**config.mk**
```make
export PLATFORM = sky130hd
export DESIGN_NAME = cmd_comparator_ctrl
export DESIGN_NICKNAME = d
export VERILOG_FILES = /design/src/inc/cmd_pkg.sv /design/src/hdl/cmd_comparator_ctrl.sv
export VERILOG_INCLUDE_DIRS = /design/src /design/src/inc
export SDC_FILE = /design/constraint.sdc
export NUM_CORES = 1
export LEC_CHECK = 0
export BUFFER_PORTS_ARGS = -buffer_cell sky130_fd_sc_hd__buf_2
export CORE_UTILIZATION = 40
export DETAILED_ROUTE_END_ITERATION = 7
export HOLD_SLACK_MARGIN = 0.12
export PLACE_DENSITY = 0.74
export REMOVE_ABC_BUFFERS = 1
export SYNTH_ARGS = -nofsm -noshare
export SYNTH_HDL_FRONTEND = slang
export SYNTH_SLANG_ARGS = --single-unit
```
**constraint.sdc**
```tcl
create_clock -name I_CLOCK -period 2.3 [get_ports I_CLOCK]
set_input_delay 0.69 -clock I_CLOCK [delete_from_list [all_inputs] [get_ports I_CLOCK]]
set_output_delay 0.69 -clock I_CLOCK [all_outputs]
set_load 0.005 [all_outputs]
```
**src/inc/cmd_params.svh**
```systemverilog
// register map, field positions and reset values of the comparator control block
// assumes an apb slave with 32-bit data; each register takes one aligned word
`ifndef CMD_PARAMS_SVH
`define CMD_PARAMS_SVH

`define CMD_ADDR_W            8
`define CMD_OFF_CTRL          8'h00
`define CMD_OFF_AUX           8'h04
`define CMD_OFF_FLAG          8'h08
`define CMD_OFF_IRQ_EN        8'h0c
`define CMD_OFF_IRQ_CTRL      8'h10
`define CMD_OFF_PORT          8'h14

`define CMD_CTRL_RESULT_BIT   6
`define CMD_CTRL_INV_BIT      4
`define CMD_CTRL_SWITCH_BIT   3
`define CMD_CTRL_MODE_MSB     2
`define CMD_AUX_GATE_SEL_BIT  1
`define CMD_AUX_SYNC_BIT      0
`define CMD_FLAG_BIT          3
`define CMD_IRQ_EN_BIT        3
`define CMD_GLOBAL_EN_BIT     7
`define CMD_PERIPH_EN_BIT     6

`define CMD_CTRL_RESET        8'h00
`define CMD_AUX_RESET         2'h2
`define CMD_NUM_PINS          3
`define CMD_PIN_NEG           0
`define CMD_PIN_POS           1
`define CMD_PIN_RESULT        2

`endif

```
**src/inc/cmd_pkg.sv**
```systemverilog
// types shared by the comparator control block
// assumes cmd_params.svh for all numeric constants
package cmd_pkg;

  typedef enum logic [2:0]
  {
    CMD_MODE_RESET      = 3'b000,
    CMD_MODE_OUT        = 3'b001,
    CMD_MODE_NO_OUT     = 3'b010,
    CMD_MODE_REF_OUT    = 3'b011,
    CMD_MODE_REF        = 3'b100,
    CMD_MODE_MUX_OUT    = 3'b101,
    CMD_MODE_MUX        = 3'b110,
    CMD_MODE_OFF        = 3'b111
  } cmd_mode_t;

  typedef struct packed
  {
    logic       on;
    logic       int_ref;
    logic       drive;
    logic       mux;
    logic [2:0] analog;
  } cmd_cfg_t;

endpackage : cmd_pkg

```
**src/hdl/cmd_comparator_ctrl.sv**
```systemverilog
// digital control around one analog comparator: modes, pin roles, polarity,
// timer-clock synchronisation, change detection and the change interrupt.
// assumes an apb master on I_CLOCK, an asynchronous raw comparator level and
// a timer clock source that is sampled, not used as a clock.
`timescale 1ns/100ps
`default_nettype none
`include "cmd_params.svh"

// Functional notes
// - raw result high when positive input higher
// - three-bit field picks one of eight modes
// - mode 000: off, both inputs analog
// - mode 111: off, only negative input analog
// - modes 011-110 use internal reference voltage
// - result drives pin only in 001/011/101
// - analog pins get input buffer disabled
// - analog pins read zero on port reads
// - invert bit flips result before bit and pin
// - result bit readable in every mode
// - modes 101/110: switch bit picks inverting input
// - sync latches result on timer clock fall
// - sleep holds first-phase latch open
// - control read captures reference latch
// - first-phase latch xor reference forms mismatch
// - flag held set while mismatch persists
// - control write also refreshes reference latch
// - flag cleared by writing zero, set by one
// - irq needs all three enables; flag sets regardless
// - flag cannot clear during persisting mismatch
// - reset returns registers to mode 000
// - aux sync bit enables timer-clock latching
// - gate select clear routes result to timer gate
// - control bits: result 6, invert 4, switch 3, mode 2:0
module cmd_comparator_ctrl
(
  input  wire logic                       I_CLOCK,
  input  wire logic                       I_SYS_RST,
  input  wire logic                       I_PSEL,
  input  wire logic                       I_PENABLE,
  input  wire logic                       I_PWRITE,
  input  wire logic [`CMD_ADDR_W-1:0]     I_PADDR,
  input  wire logic [31:0]                I_PWDATA,
  input  wire logic [3:0]                 I_PSTRB,
  output logic      [31:0]                O_PRDATA,
  output logic                            O_PREADY,
  output logic                            O_PSLVERR,
  input  wire logic                       I_RAW_RESULT,
  input  wire logic                       I_TIMER_CLK,
  input  wire logic                       I_PHASE_ONE_TICK,
  input  wire logic                       I_SLEEP,
  input  wire logic [`CMD_NUM_PINS-1:0]   I_PIN_LEVEL,
  input  wire logic [`CMD_NUM_PINS-1:0]   I_PIN_DIRECTION_BIT,
  output logic      [`CMD_NUM_PINS-1:0]   O_PORT_READ,
  output logic      [`CMD_NUM_PINS-1:0]   O_INBUF_DISABLE,
  output logic                            O_RESULT_PIN_O,
  output logic                            O_RESULT_PIN_OE,
  output logic                            O_COMP_ENABLE,
  output logic                            O_REF_INTERNAL,
  output logic                            O_NEG_FROM_POS_PIN,
  output logic                            O_COMP_RESULT,
  output logic                            O_TIMER_GATE_FROM_COMP,
  output logic                            O_IRQ
);
  import cmd_pkg::*;

  // pin roles and comparator state for each mode
  function automatic cmd_cfg_t mode_decode(input cmd_mode_t mode);
    cmd_cfg_t cfg;
    cfg = '0;
    case (mode)
      CMD_MODE_RESET:   cfg = '{1'b0, 1'b0, 1'b0, 1'b0, 3'h3};
      CMD_MODE_OUT:     cfg = '{1'b1, 1'b0, 1'b1, 1'b0, 3'h3};
      CMD_MODE_NO_OUT:  cfg = '{1'b1, 1'b0, 1'b0, 1'b0, 3'h3};
      CMD_MODE_REF_OUT: cfg = '{1'b1, 1'b1, 1'b1, 1'b0, 3'h1};
      CMD_MODE_REF:     cfg = '{1'b1, 1'b1, 1'b0, 1'b0, 3'h1};
      CMD_MODE_MUX_OUT: cfg = '{1'b1, 1'b1, 1'b1, 1'b1, 3'h3};
      CMD_MODE_MUX:     cfg = '{1'b1, 1'b1, 1'b0, 1'b1, 3'h3};
      CMD_MODE_OFF:     cfg = '{1'b0, 1'b0, 1'b0, 1'b0, 3'h1};
      default:          cfg = '0;
    endcase
    return cfg;
  endfunction : mode_decode

  localparam int SYNC_W = `CMD_NUM_PINS + 2;

  // control state
  cmd_mode_t                   mode_ff;
  logic                        inv_ff;
  logic                        switch_ff;
  logic                        gate_sel_ff;
  logic                        sync_en_ff;
  logic                        flag_ff;
  logic                        irq_en_ff;
  logic                        global_en_ff;
  logic                        periph_en_ff;

  // input conditioning
  logic [SYNC_W-1:0]           sync1_ff;
  logic [SYNC_W-1:0]           sync2_ff;
  logic [SYNC_W-1:0]           sync3_ff;
  logic [SYNC_W-1:0]           lvl_ff;
  logic [SYNC_W-1:0]           nxt_lvl;

  // result path and mismatch latches
  logic                        sync_latch_ff;
  logic                        tick_latch_ff;
  logic                        ref_latch_ff;
  logic                        result_out_ff;
  logic                        timer_fall;
  logic                        polar;
  logic                        result;
  logic                        mismatch;
  cmd_cfg_t                    cfg;

  // bus decode
  logic                        setup;
  logic                        access;
  logic                        wr;
  logic                        addr_hit;
  logic                        ctrl_access;
  logic [31:0]                 nxt_rdata;
  logic [`CMD_NUM_PINS-1:0]    port_val;

  assign cfg = mode_decode(mode_ff);

  // raw result, timer clock and pads are asynchronous: three stages each,
  // a level change counts once the second and third stage agree
  always_ff @(posedge I_CLOCK)
  begin
    if (I_SYS_RST)
    begin
      sync1_ff <= '0;
      sync2_ff <= '0;
      sync3_ff <= '0;
      lvl_ff   <= '0;
    end
    else
    begin
      sync1_ff <= {I_PIN_LEVEL, I_TIMER_CLK, I_RAW_RESULT};
      sync2_ff <= sync1_ff;
      sync3_ff <= sync2_ff;
      lvl_ff   <= nxt_lvl;
    end
  end

  always_comb
  begin
    for (int i = 0; i < SYNC_W; i++)
    begin
      nxt_lvl[i] = (sync2_ff[i] == sync3_ff[i]) ? sync3_ff[i] : lvl_ff[i];
    end
  end

  assign timer_fall = lvl_ff[1] && !nxt_lvl[1];

  // off modes force zero ahead of the inverter so the bit reads the invert bit
  assign polar  = (cfg.on & lvl_ff[0]) ^ inv_ff;
  assign result = sync_en_ff ? sync_latch_ff : polar;

  // latch on the falling edge so the timer, counting on the rising edge,
  // never sees the gate move under an increment
  always_ff @(posedge I_CLOCK)
  begin
    if (I_SYS_RST)
      sync_latch_ff <= 1'b0;
    else if (timer_fall)
      sync_latch_ff <= polar;
  end

  always_ff @(posedge I_CLOCK)
  begin
    if (I_SYS_RST)
      tick_latch_ff <= 1'b0;
    else if (I_PHASE_ONE_TICK || I_SLEEP)
      tick_latch_ff <= result;
  end

  assign setup       = I_PSEL && !I_PENABLE;
  assign access      = I_PSEL && I_PENABLE;
  assign wr          = access && I_PWRITE && I_PSTRB[0];
  assign ctrl_access = access && (I_PADDR == `CMD_OFF_CTRL);

  // any access to the control register, write included, refreshes the reference
  always_ff @(posedge I_CLOCK)
  begin
    if (I_SYS_RST)
      ref_latch_ff <= 1'b0;
    else if (ctrl_access)
      ref_latch_ff <= result;
  end

  assign mismatch = ref_latch_ff ^ tick_latch_ff;

  always_ff @(posedge I_CLOCK)
  begin
    if (I_SYS_RST)
    begin
      mode_ff   <= cmd_mode_t'(3'(`CMD_CTRL_RESET));
      inv_ff    <= 1'b0;
      switch_ff <= 1'b0;
    end
    else if (wr && I_PADDR == `CMD_OFF_CTRL)
    begin
      mode_ff   <= cmd_mode_t'(I_PWDATA[`CMD_CTRL_MODE_MSB:0]);
      inv_ff    <= I_PWDATA[`CMD_CTRL_INV_BIT];
      switch_ff <= I_PWDATA[`CMD_CTRL_SWITCH_BIT];
    end
  end

  always_ff @(posedge I_CLOCK)
  begin
    if (I_SYS_RST)
    begin
      gate_sel_ff <= 1'(`CMD_AUX_RESET >> `CMD_AUX_GATE_SEL_BIT);
      sync_en_ff  <= 1'b0;
    end
    else if (wr && I_PADDR == `CMD_OFF_AUX)
    begin
      gate_sel_ff <= I_PWDATA[`CMD_AUX_GATE_SEL_BIT];
      sync_en_ff  <= I_PWDATA[`CMD_AUX_SYNC_BIT];
    end
  end

  // a standing mismatch wins over a software clear
  always_ff @(posedge I_CLOCK)
  begin
    if (I_SYS_RST)
      flag_ff <= 1'b0;
    else if (mismatch)
      flag_ff <= 1'b1;
    else if (wr && I_PADDR == `CMD_OFF_FLAG)
      flag_ff <= I_PWDATA[`CMD_FLAG_BIT];
  end

  always_ff @(posedge I_CLOCK)
  begin
    if (I_SYS_RST)
    begin
      irq_en_ff    <= 1'b0;
      global_en_ff <= 1'b0;
      periph_en_ff <= 1'b0;
    end
    else
    begin
      if (wr && I_PADDR == `CMD_OFF_IRQ_EN)
        irq_en_ff <= I_PWDATA[`CMD_IRQ_EN_BIT];
      if (wr && I_PADDR == `CMD_OFF_IRQ_CTRL)
      begin
        global_en_ff <= I_PWDATA[`CMD_GLOBAL_EN_BIT];
        periph_en_ff <= I_PWDATA[`CMD_PERIPH_EN_BIT];
      end
    end
  end

  assign O_IRQ = flag_ff && irq_en_ff && periph_en_ff && global_en_ff;

  // pin roles
  assign O_INBUF_DISABLE    = cfg.analog;
  assign port_val           = lvl_ff[SYNC_W-1:2] & ~cfg.analog;
  assign O_PORT_READ        = port_val;
  assign O_COMP_ENABLE      = cfg.on;
  assign O_REF_INTERNAL     = cfg.int_ref;
  assign O_NEG_FROM_POS_PIN = cfg.mux && switch_ff;
  // the driver follows the direction bit that software sets for the pin
  assign O_RESULT_PIN_OE    = cfg.drive && !I_PIN_DIRECTION_BIT[`CMD_PIN_RESULT];
  assign O_RESULT_PIN_O     = result_out_ff;
  assign O_COMP_RESULT      = result_out_ff;
  assign O_TIMER_GATE_FROM_COMP = !gate_sel_ff;

  always_ff @(posedge I_CLOCK)
  begin
    if (I_SYS_RST)
      result_out_ff <= 1'b0;
    else
      result_out_ff <= result;
  end

  // read data is prepared in the setup cycle, so every access ends in one cycle
  always_comb
  begin
    nxt_rdata = 32'h0000_0000;
    addr_hit  = 1'b1;
    case (I_PADDR)
      `CMD_OFF_CTRL:
      begin
        nxt_rdata[`CMD_CTRL_RESULT_BIT]   = result;
        nxt_rdata[`CMD_CTRL_INV_BIT]      = inv_ff;
        nxt_rdata[`CMD_CTRL_SWITCH_BIT]   = switch_ff;
        nxt_rdata[`CMD_CTRL_MODE_MSB:0]   = mode_ff;
      end
      `CMD_OFF_AUX:
      begin
        nxt_rdata[`CMD_AUX_GATE_SEL_BIT]  = gate_sel_ff;
        nxt_rdata[`CMD_AUX_SYNC_BIT]      = sync_en_ff;
      end
      `CMD_OFF_FLAG:     nxt_rdata[`CMD_FLAG_BIT]   = flag_ff;
      `CMD_OFF_IRQ_EN:   nxt_rdata[`CMD_IRQ_EN_BIT] = irq_en_ff;
      `CMD_OFF_IRQ_CTRL:
      begin
        nxt_rdata[`CMD_GLOBAL_EN_BIT]     = global_en_ff;
        nxt_rdata[`CMD_PERIPH_EN_BIT]     = periph_en_ff;
      end
      `CMD_OFF_PORT:     nxt_rdata[`CMD_NUM_PINS-1:0] = port_val;
      default:           addr_hit = 1'b0;
    endcase
  end

  always_ff @(posedge I_CLOCK)
  begin
    if (I_SYS_RST)
      O_PRDATA <= 32'h0000_0000;
    else if (setup && !I_PWRITE)
      O_PRDATA <= nxt_rdata;
  end

  assign O_PREADY  = 1'b1;
  assign O_PSLVERR = access && !addr_hit;

  logic past_valid_ff;
  always_ff @(posedge I_CLOCK)
  begin
    if (I_SYS_RST)
      past_valid_ff <= 1'b0;
    else
      past_valid_ff <= 1'b1;
  end
endmodule : cmd_comparator_ctrl
`default_nettype wire

```
## Word level (Yosys, flattened, before mapping)

Memories as Yosys holds them, arrays and structs flattened. A register that Yosys moved wholly into a read port is not among the register bits.
Cells that the tools add are included.

- Multiplexer cells: 13
- Bitwise gates (word level): 5
- Reduce and logical (&&, ||, !) cells: 28
- Equal/unequal tests: 10

Operator list:

| cell | count |
|---|---|
| $logic_and A1 B1 Y1 | 18 |
| $eq A8 B4 Y1 const B | 2 |
| $eq A8 B5 Y1 const B | 2 |
| $eq A8 B3 Y1 const B | 1 |
| $logic_not A8 Y1 | 1 |
| $mux W1 | 7 |
| $logic_not A1 Y1 | 6 |
| $mux W3 | 2 |
| $pmux W2 S3 | 1 |
| $reduce_or A6 Y1 | 1 |
| $eq A1 B1 Y1 | 5 |
| $pmux W1 S2 | 2 |
| $and A3 B3 Y3 | 1 |
| $not A3 Y3 | 1 |
| $pmux W1 S3 | 1 |
| $reduce_bool A2 Y1 | 1 |
| $xor A1 B1 Y1 | 2 |
| $and A1 B1 Y1 | 1 |
| $logic_or A1 B1 Y1 | 1 |

- Output and inout port bits: 48
- Bits of input ports: 59
- Flip-flop bits (word level): 42
- Memory bits (read-only): 40
- Memories kept: 1

Memories:

| name | depth | width | rd ports | clocked after Yosys merged registers in | write ports | RTL line | RTL |
|---|---|---|---|---|---|---|---|
| (no name shown) | 8 | 5 | 1 | 1 | 0 | cmd_comparator_ctrl.sv:70 | `case (mode)` |

## Logic depth before layout (Yosys ltp)

- Depth in word-level cells: 6
- Mapped depth: 8
- Depth with buffers taken out: 7

## Worst setup path after synthesis

No wires, ideal clock.

- Kind: in2reg
- From: input port I_PADDR[7]
- To: register cfg[4] (netlist name)
- Stages: 7
- Path slack: -0.163 ns
- Arrival time: 2.331 ns
- Path buffers: 0
- Path through: nor4_4 nand4_2 mux2i_1 or2_2 ha_1 a211oi_1 a211oi_1

- Word-level cells in the longest chain between the ends: 4

RTL lines:

| what | RTL line | RTL |
|---|---|---|
| from (decl) | cmd_comparator_ctrl.sv:41 | `` input wire logic [`CMD_ADDR_W-1:0] I_PADDR, `` |
| $logic_not A8 Y1 | -- |  |
| $logic_and A1 B1 Y1 (no line) | -- |  |
| $mux W3 (no line) (2 in series) | -- |  |

Every way passes these cells.
A chain may end at the register's enable or synchronous reset.

## Worst setup path after layout

- From: input port I_PADDR[0]
- To: output port O_PSLVERR

- Word-level cells in the longest chain between the ends: 5
- Elaborated cells between the ends (all ways): 10

RTL lines:

| what | RTL line | RTL |
|---|---|---|
| $eq A8 B3 Y1 (tied with other cells) | cmd_comparator_ctrl.sv:283 | `case (I_PADDR)` |
| $reduce_or A6 Y1 (no line) (*) | -- |  |
| $mux W1 (*) | cmd_comparator_ctrl.sv:283 |  |
| $logic_not A1 Y1 (*) | cmd_comparator_ctrl.sv:317 | `assign O_PSLVERR = access && !addr_hit;` |
| $logic_and A1 B1 Y1 (*) | cmd_comparator_ctrl.sv:317 |  |
| to (decl) | cmd_comparator_ctrl.sv:46 | `output logic O_PSLVERR,` |

Every way passes the cells marked *; elsewhere a longest branch is shown, timed or not.

==> results.txt <==
The least setup slack across all paths after layout came out at 0.01967 ns. The largest incremental delay on the critical path is 0.37 ns. The total inserted antenna cells is 0. The initial standard-cell utilization of the core is 41.30%. The detail-routed via count per cell is 4.611. The synthesized netlist contains 38 unique library cells. The startpoint identified for the worst register-to-register timing path is mode_ff[1].

Along the worst hold path, the cell count comes to 1. The peak supply drop came out at 0.3278 mV. The post-synthesis instance area came out at 2110 sq um. Setup repair after global routing could not meet its margin everywhere. The first-pass GRT wire length came out at 6141 microns. The worst setup path is launched from a primary input. The part of the cycle the worst path needs is 99.14%. The endpoint type of the worst setup path is an output port. The final estimated routing congestion in global placement came out at 0.8219. The logic depth of the worst setup path including buffers is 5. The final number of hold-violating endpoints is 0. The synthesized area divided by synthesized cell count came out at 9.093 sq um.

The initial antenna violation count was 0. The CTS H-tree depth is 2. The power per cell area came out at 552.4 nW/um^2. The max-slew violation total from the final report is 0. The cell that appears most often on the critical path is sky130_fd_sc_hd__buf_2. Along the worst path, the maximum fanout reaches 7. The total power draw came out at 1.377 mW. In this run the most critical hold path is launched from sync1_ff[0]. After global routing the overflow that remains totals 0. The die extent in y came out at 74.62 microns.

The count of unresolved DRC violations after routing came out at 0. Once layout is done, the placed cells without fillers occupy 2492 sq um. The post-placement setup slack came out at -0.2659 ns.

The final net count came out at 352. The gate count of the mapped netlist is 232. The post-synthesis sequential element count came out at 43. Buffers inserted to repair hold after CTS numbered 0. The leakage power came out at 1.135 nW. The number of global-route vias before repair came out at 1,382.

STA puts the critical path data arrival time at 1.59 ns. The cell family contributing the most delay on the critical path is buffers and inverters. The number of rows created at floorplan is 26. The clock transition time at the flip-flop clock pins of the worst setup and hold paths is 0.08 ns. The run finished with clean final reports. The slack of the worst reg-to-reg path came out at 0.95 ns.

Across the whole layout, storage elements account for 860.8 sq um. The wire length reported by the detailed router is 4063 microns. The routed layout has 1,660 vias.

The post-place instance area is 2381 sq um. After synthesis, flip-flops and latches occupy 40.81% of the total area. The I/O pin count came out at 107. For this run, the total global-route usage over all layers was measured as 14.82%.

On the final layout, the worst clock skew is 0.01000 ns. The critical-path cell with the highest stage delay is sky130_fd_sc_hd__nor4_4. The count of input and output buffers came out at 46. Derived from the worst setup path, the maximum achievable clock frequency is 438.5 MHz. The final-layout fill cell count is 506. The buffering stage count on the worst path with inverters included came out at 3. The multi-input combinational cells in the finished layout cover a total of 1080 sq um. TritonCTS built the clock tree. Setup violations remaining at the end of the flow were counted as 0.

The worst hold path belongs to the class reg2reg. The library cells used most frequently in the layout, excluding fill and tap cells, are sky130_fd_sc_hd__buf_2, sky130_fd_sc_hd__dfxtp_1, sky130_fd_sc_hd__conb_1. The die is 74.62 microns wide. The wire length per cell after detailed routing came out at 11.29 microns. The clock buffer count from CTS came out at 5. Hold is met by 0.4380 ns. Once detail routing completed, the nets flagged for antenna violations numbered 0. The detailed-router iteration count before antenna repair came out at 4. The tree is rooted in a sky130_fd_sc_hd__clkbuf_8. The worst endpoint required time is 1.61 ns. The clock sink total is 43. The placeable core region came out at 5107 sq um.

The critical path in this run is classified as in2out. The clock tree buffer depth came out at 2. The max capacitance violation total is 0. After layout, the minimum clock period comes to 2.280 ns. The total negative slack came out at 0 ns. The clock latency of the later-clocked register in the worst-skew pair is 0.30 ns. Leaving out fill and tap cells, the most frequent cell in the layout is sky130_fd_sc_hd__buf_2. The number of design-rule violations left by the first detailed-router iteration is 53. The Yosys warning count is 0.

The endpoint identified for the worst register-to-register timing path is cfg[4]. The worst-case reg-to-reg path depth came out at 5. For hold timing, the worst endpoint is sync2_ff[0]. The share of final-layout standard cells stronger than drive strength 1 came out at 28.28%. The wire-length estimate of the detail-placed layout is 3054 microns. The largest net degree at the start of global routing is 26. The buffer count from post-CTS setup fixing came out at 0. The die area came out at 5568 sq um. The synthesis-to-finish area growth is 18.15%.

Traced cell by cell, the critical path runs through buf_2 > nor4_4 > buf_4 > a21oi_2 > buf_2.
==> metrics by stage <==
stage          std cells  util, %
2_1_floorplan        220        -
3_3_place_gp         352    46.62
3_5_place_dp         352    46.62
4_1_cts              360    48.55
5_1_grt              360    48.80
6_report             360    48.80
==> cells in the mapped netlist <==
library cell	count	area [sq um]
sky130_fd_sc_hd__dfxtp_1	43	860.8
sky130_fd_sc_hd__buf_4	32	240.2
sky130_fd_sc_hd__nand2_1	19	71.32
sky130_fd_sc_hd__nor2b_1	18	112.6
sky130_fd_sc_hd__nor2_1	17	63.81
sky130_fd_sc_hd__a21oi_1	16	80.08
sky130_fd_sc_hd__mux2i_1	15	150.1
sky130_fd_sc_hd__o21ai_0	9	45.04
sky130_fd_sc_hd__nand4_1	7	43.79
sky130_fd_sc_hd__clkbuf_1	6	22.52
sky130_fd_sc_hd__and2_1	5	31.28
sky130_fd_sc_hd__ha_1	4	50.05
sky130_fd_sc_hd__inv_1	4	15.01
sky130_fd_sc_hd__nand3_1	4	20.02
sky130_fd_sc_hd__or2_2	3	18.77
sky130_fd_sc_hd__a211o_1	2	17.52
sky130_fd_sc_hd__a211oi_1	2	15.01
sky130_fd_sc_hd__and3b_1	2	17.52
sky130_fd_sc_hd__and4_1	2	17.52
sky130_fd_sc_hd__conb_1	2	7.510
sky130_fd_sc_hd__nand2b_1	2	12.51
sky130_fd_sc_hd__nand4_2	2	25.02
sky130_fd_sc_hd__a21boi_0	1	7.510
sky130_fd_sc_hd__a31oi_1	1	6.260
sky130_fd_sc_hd__buf_2	1	5.000
sky130_fd_sc_hd__mux2_2	1	11.26
sky130_fd_sc_hd__mux2i_4	1	22.52
sky130_fd_sc_hd__nor3_1	1	5.000
sky130_fd_sc_hd__nor3_2	1	10.01
sky130_fd_sc_hd__nor3b_1	1	7.510
sky130_fd_sc_hd__nor4_1	1	6.260
sky130_fd_sc_hd__nor4_4	1	21.27
sky130_fd_sc_hd__nor4b_4	1	23.77
sky130_fd_sc_hd__o2bb2ai_1	1	8.760
sky130_fd_sc_hd__o31a_1	1	8.760
sky130_fd_sc_hd__o31ai_1	1	7.510
sky130_fd_sc_hd__or4_4	1	11.26
sky130_fd_sc_hd__xnor2_1	1	8.760
==> sequential cells by signal, summed over array words and instances (netlist names), 3 cells and up <==
register	cells
cfg	5
mode_ff	3
O_PRDATA	7
lvl_ff	4
sync3_ff	4
sync1_ff	4
sync2_ff	4
==> routing by layer <==
metal / vias to the layer above / wire length [microns] / global-route usage [%]
li1: 842 / - / -
met1: 753 / 1876 / 18.36
met2: 59 / 1909 / 24.72
met3: 6 / 238 / 5.087
met4: 0 / 40 / 3.774
met5: - / 0 / 0
==> final cells by class <==
cell class | instances | area share, %
Inverter | 4 | 0.6024
Timing Repair Buffer | 62 | 14.06
Tap cell | 70 | 3.514
Sequential cell | 43 | 34.54
Multi-Input combinational cell | 173 | 43.32
Clock inverter | 2 | 0.6526
Clock buffer | 6 | 3.313
==> worst max path at each step <==
stage	slack, ns	startpoint	end
after CTS	0.03	I_PADDR[7]	cfg[4]
after global placement	-0.24	I_PADDR[7]	cfg[4]
after floorplan	-0.16	I_PADDR[7]	cfg[4]
final	0.02	I_PADDR[0]	O_PSLVERR
after global routing	-0.02	I_PADDR[0]	O_PSLVERR
after detailed placement	-0.27	I_PADDR[7]	cfg[4]
==> what timing repair did <==
item | 4_1_cts | 5_1_grt
hold endpoints to repair | 0 | 0
endpoints found under the setup margin | 0 | 1
gates resized for setup | 0 | 2
==> report_power, final <==
group	leakage, nW	switching, mW	total (mW)	internal (mW)
logic	0.739	0.0677	0.113	0.0452
clock network	0.0474	0.263	0.508	0.245
registers	0.348	0.00320	0.756	0.752
total	1.13	0.334	1.38	1.04
==> logic make-up after synthesis <==
logic type / share of synthesized area [%]
other: 0.3560
buffers and inverters: 13.40
muxes: 8.719
adders and majority gates: 2.373
and+or+nand+nor: 24.61
xor gates and xnor gates: 0.4153
AOI/OAI and AO/OA: 9.313
DFF: 40.81
Power figures use the tool's default switching activity.
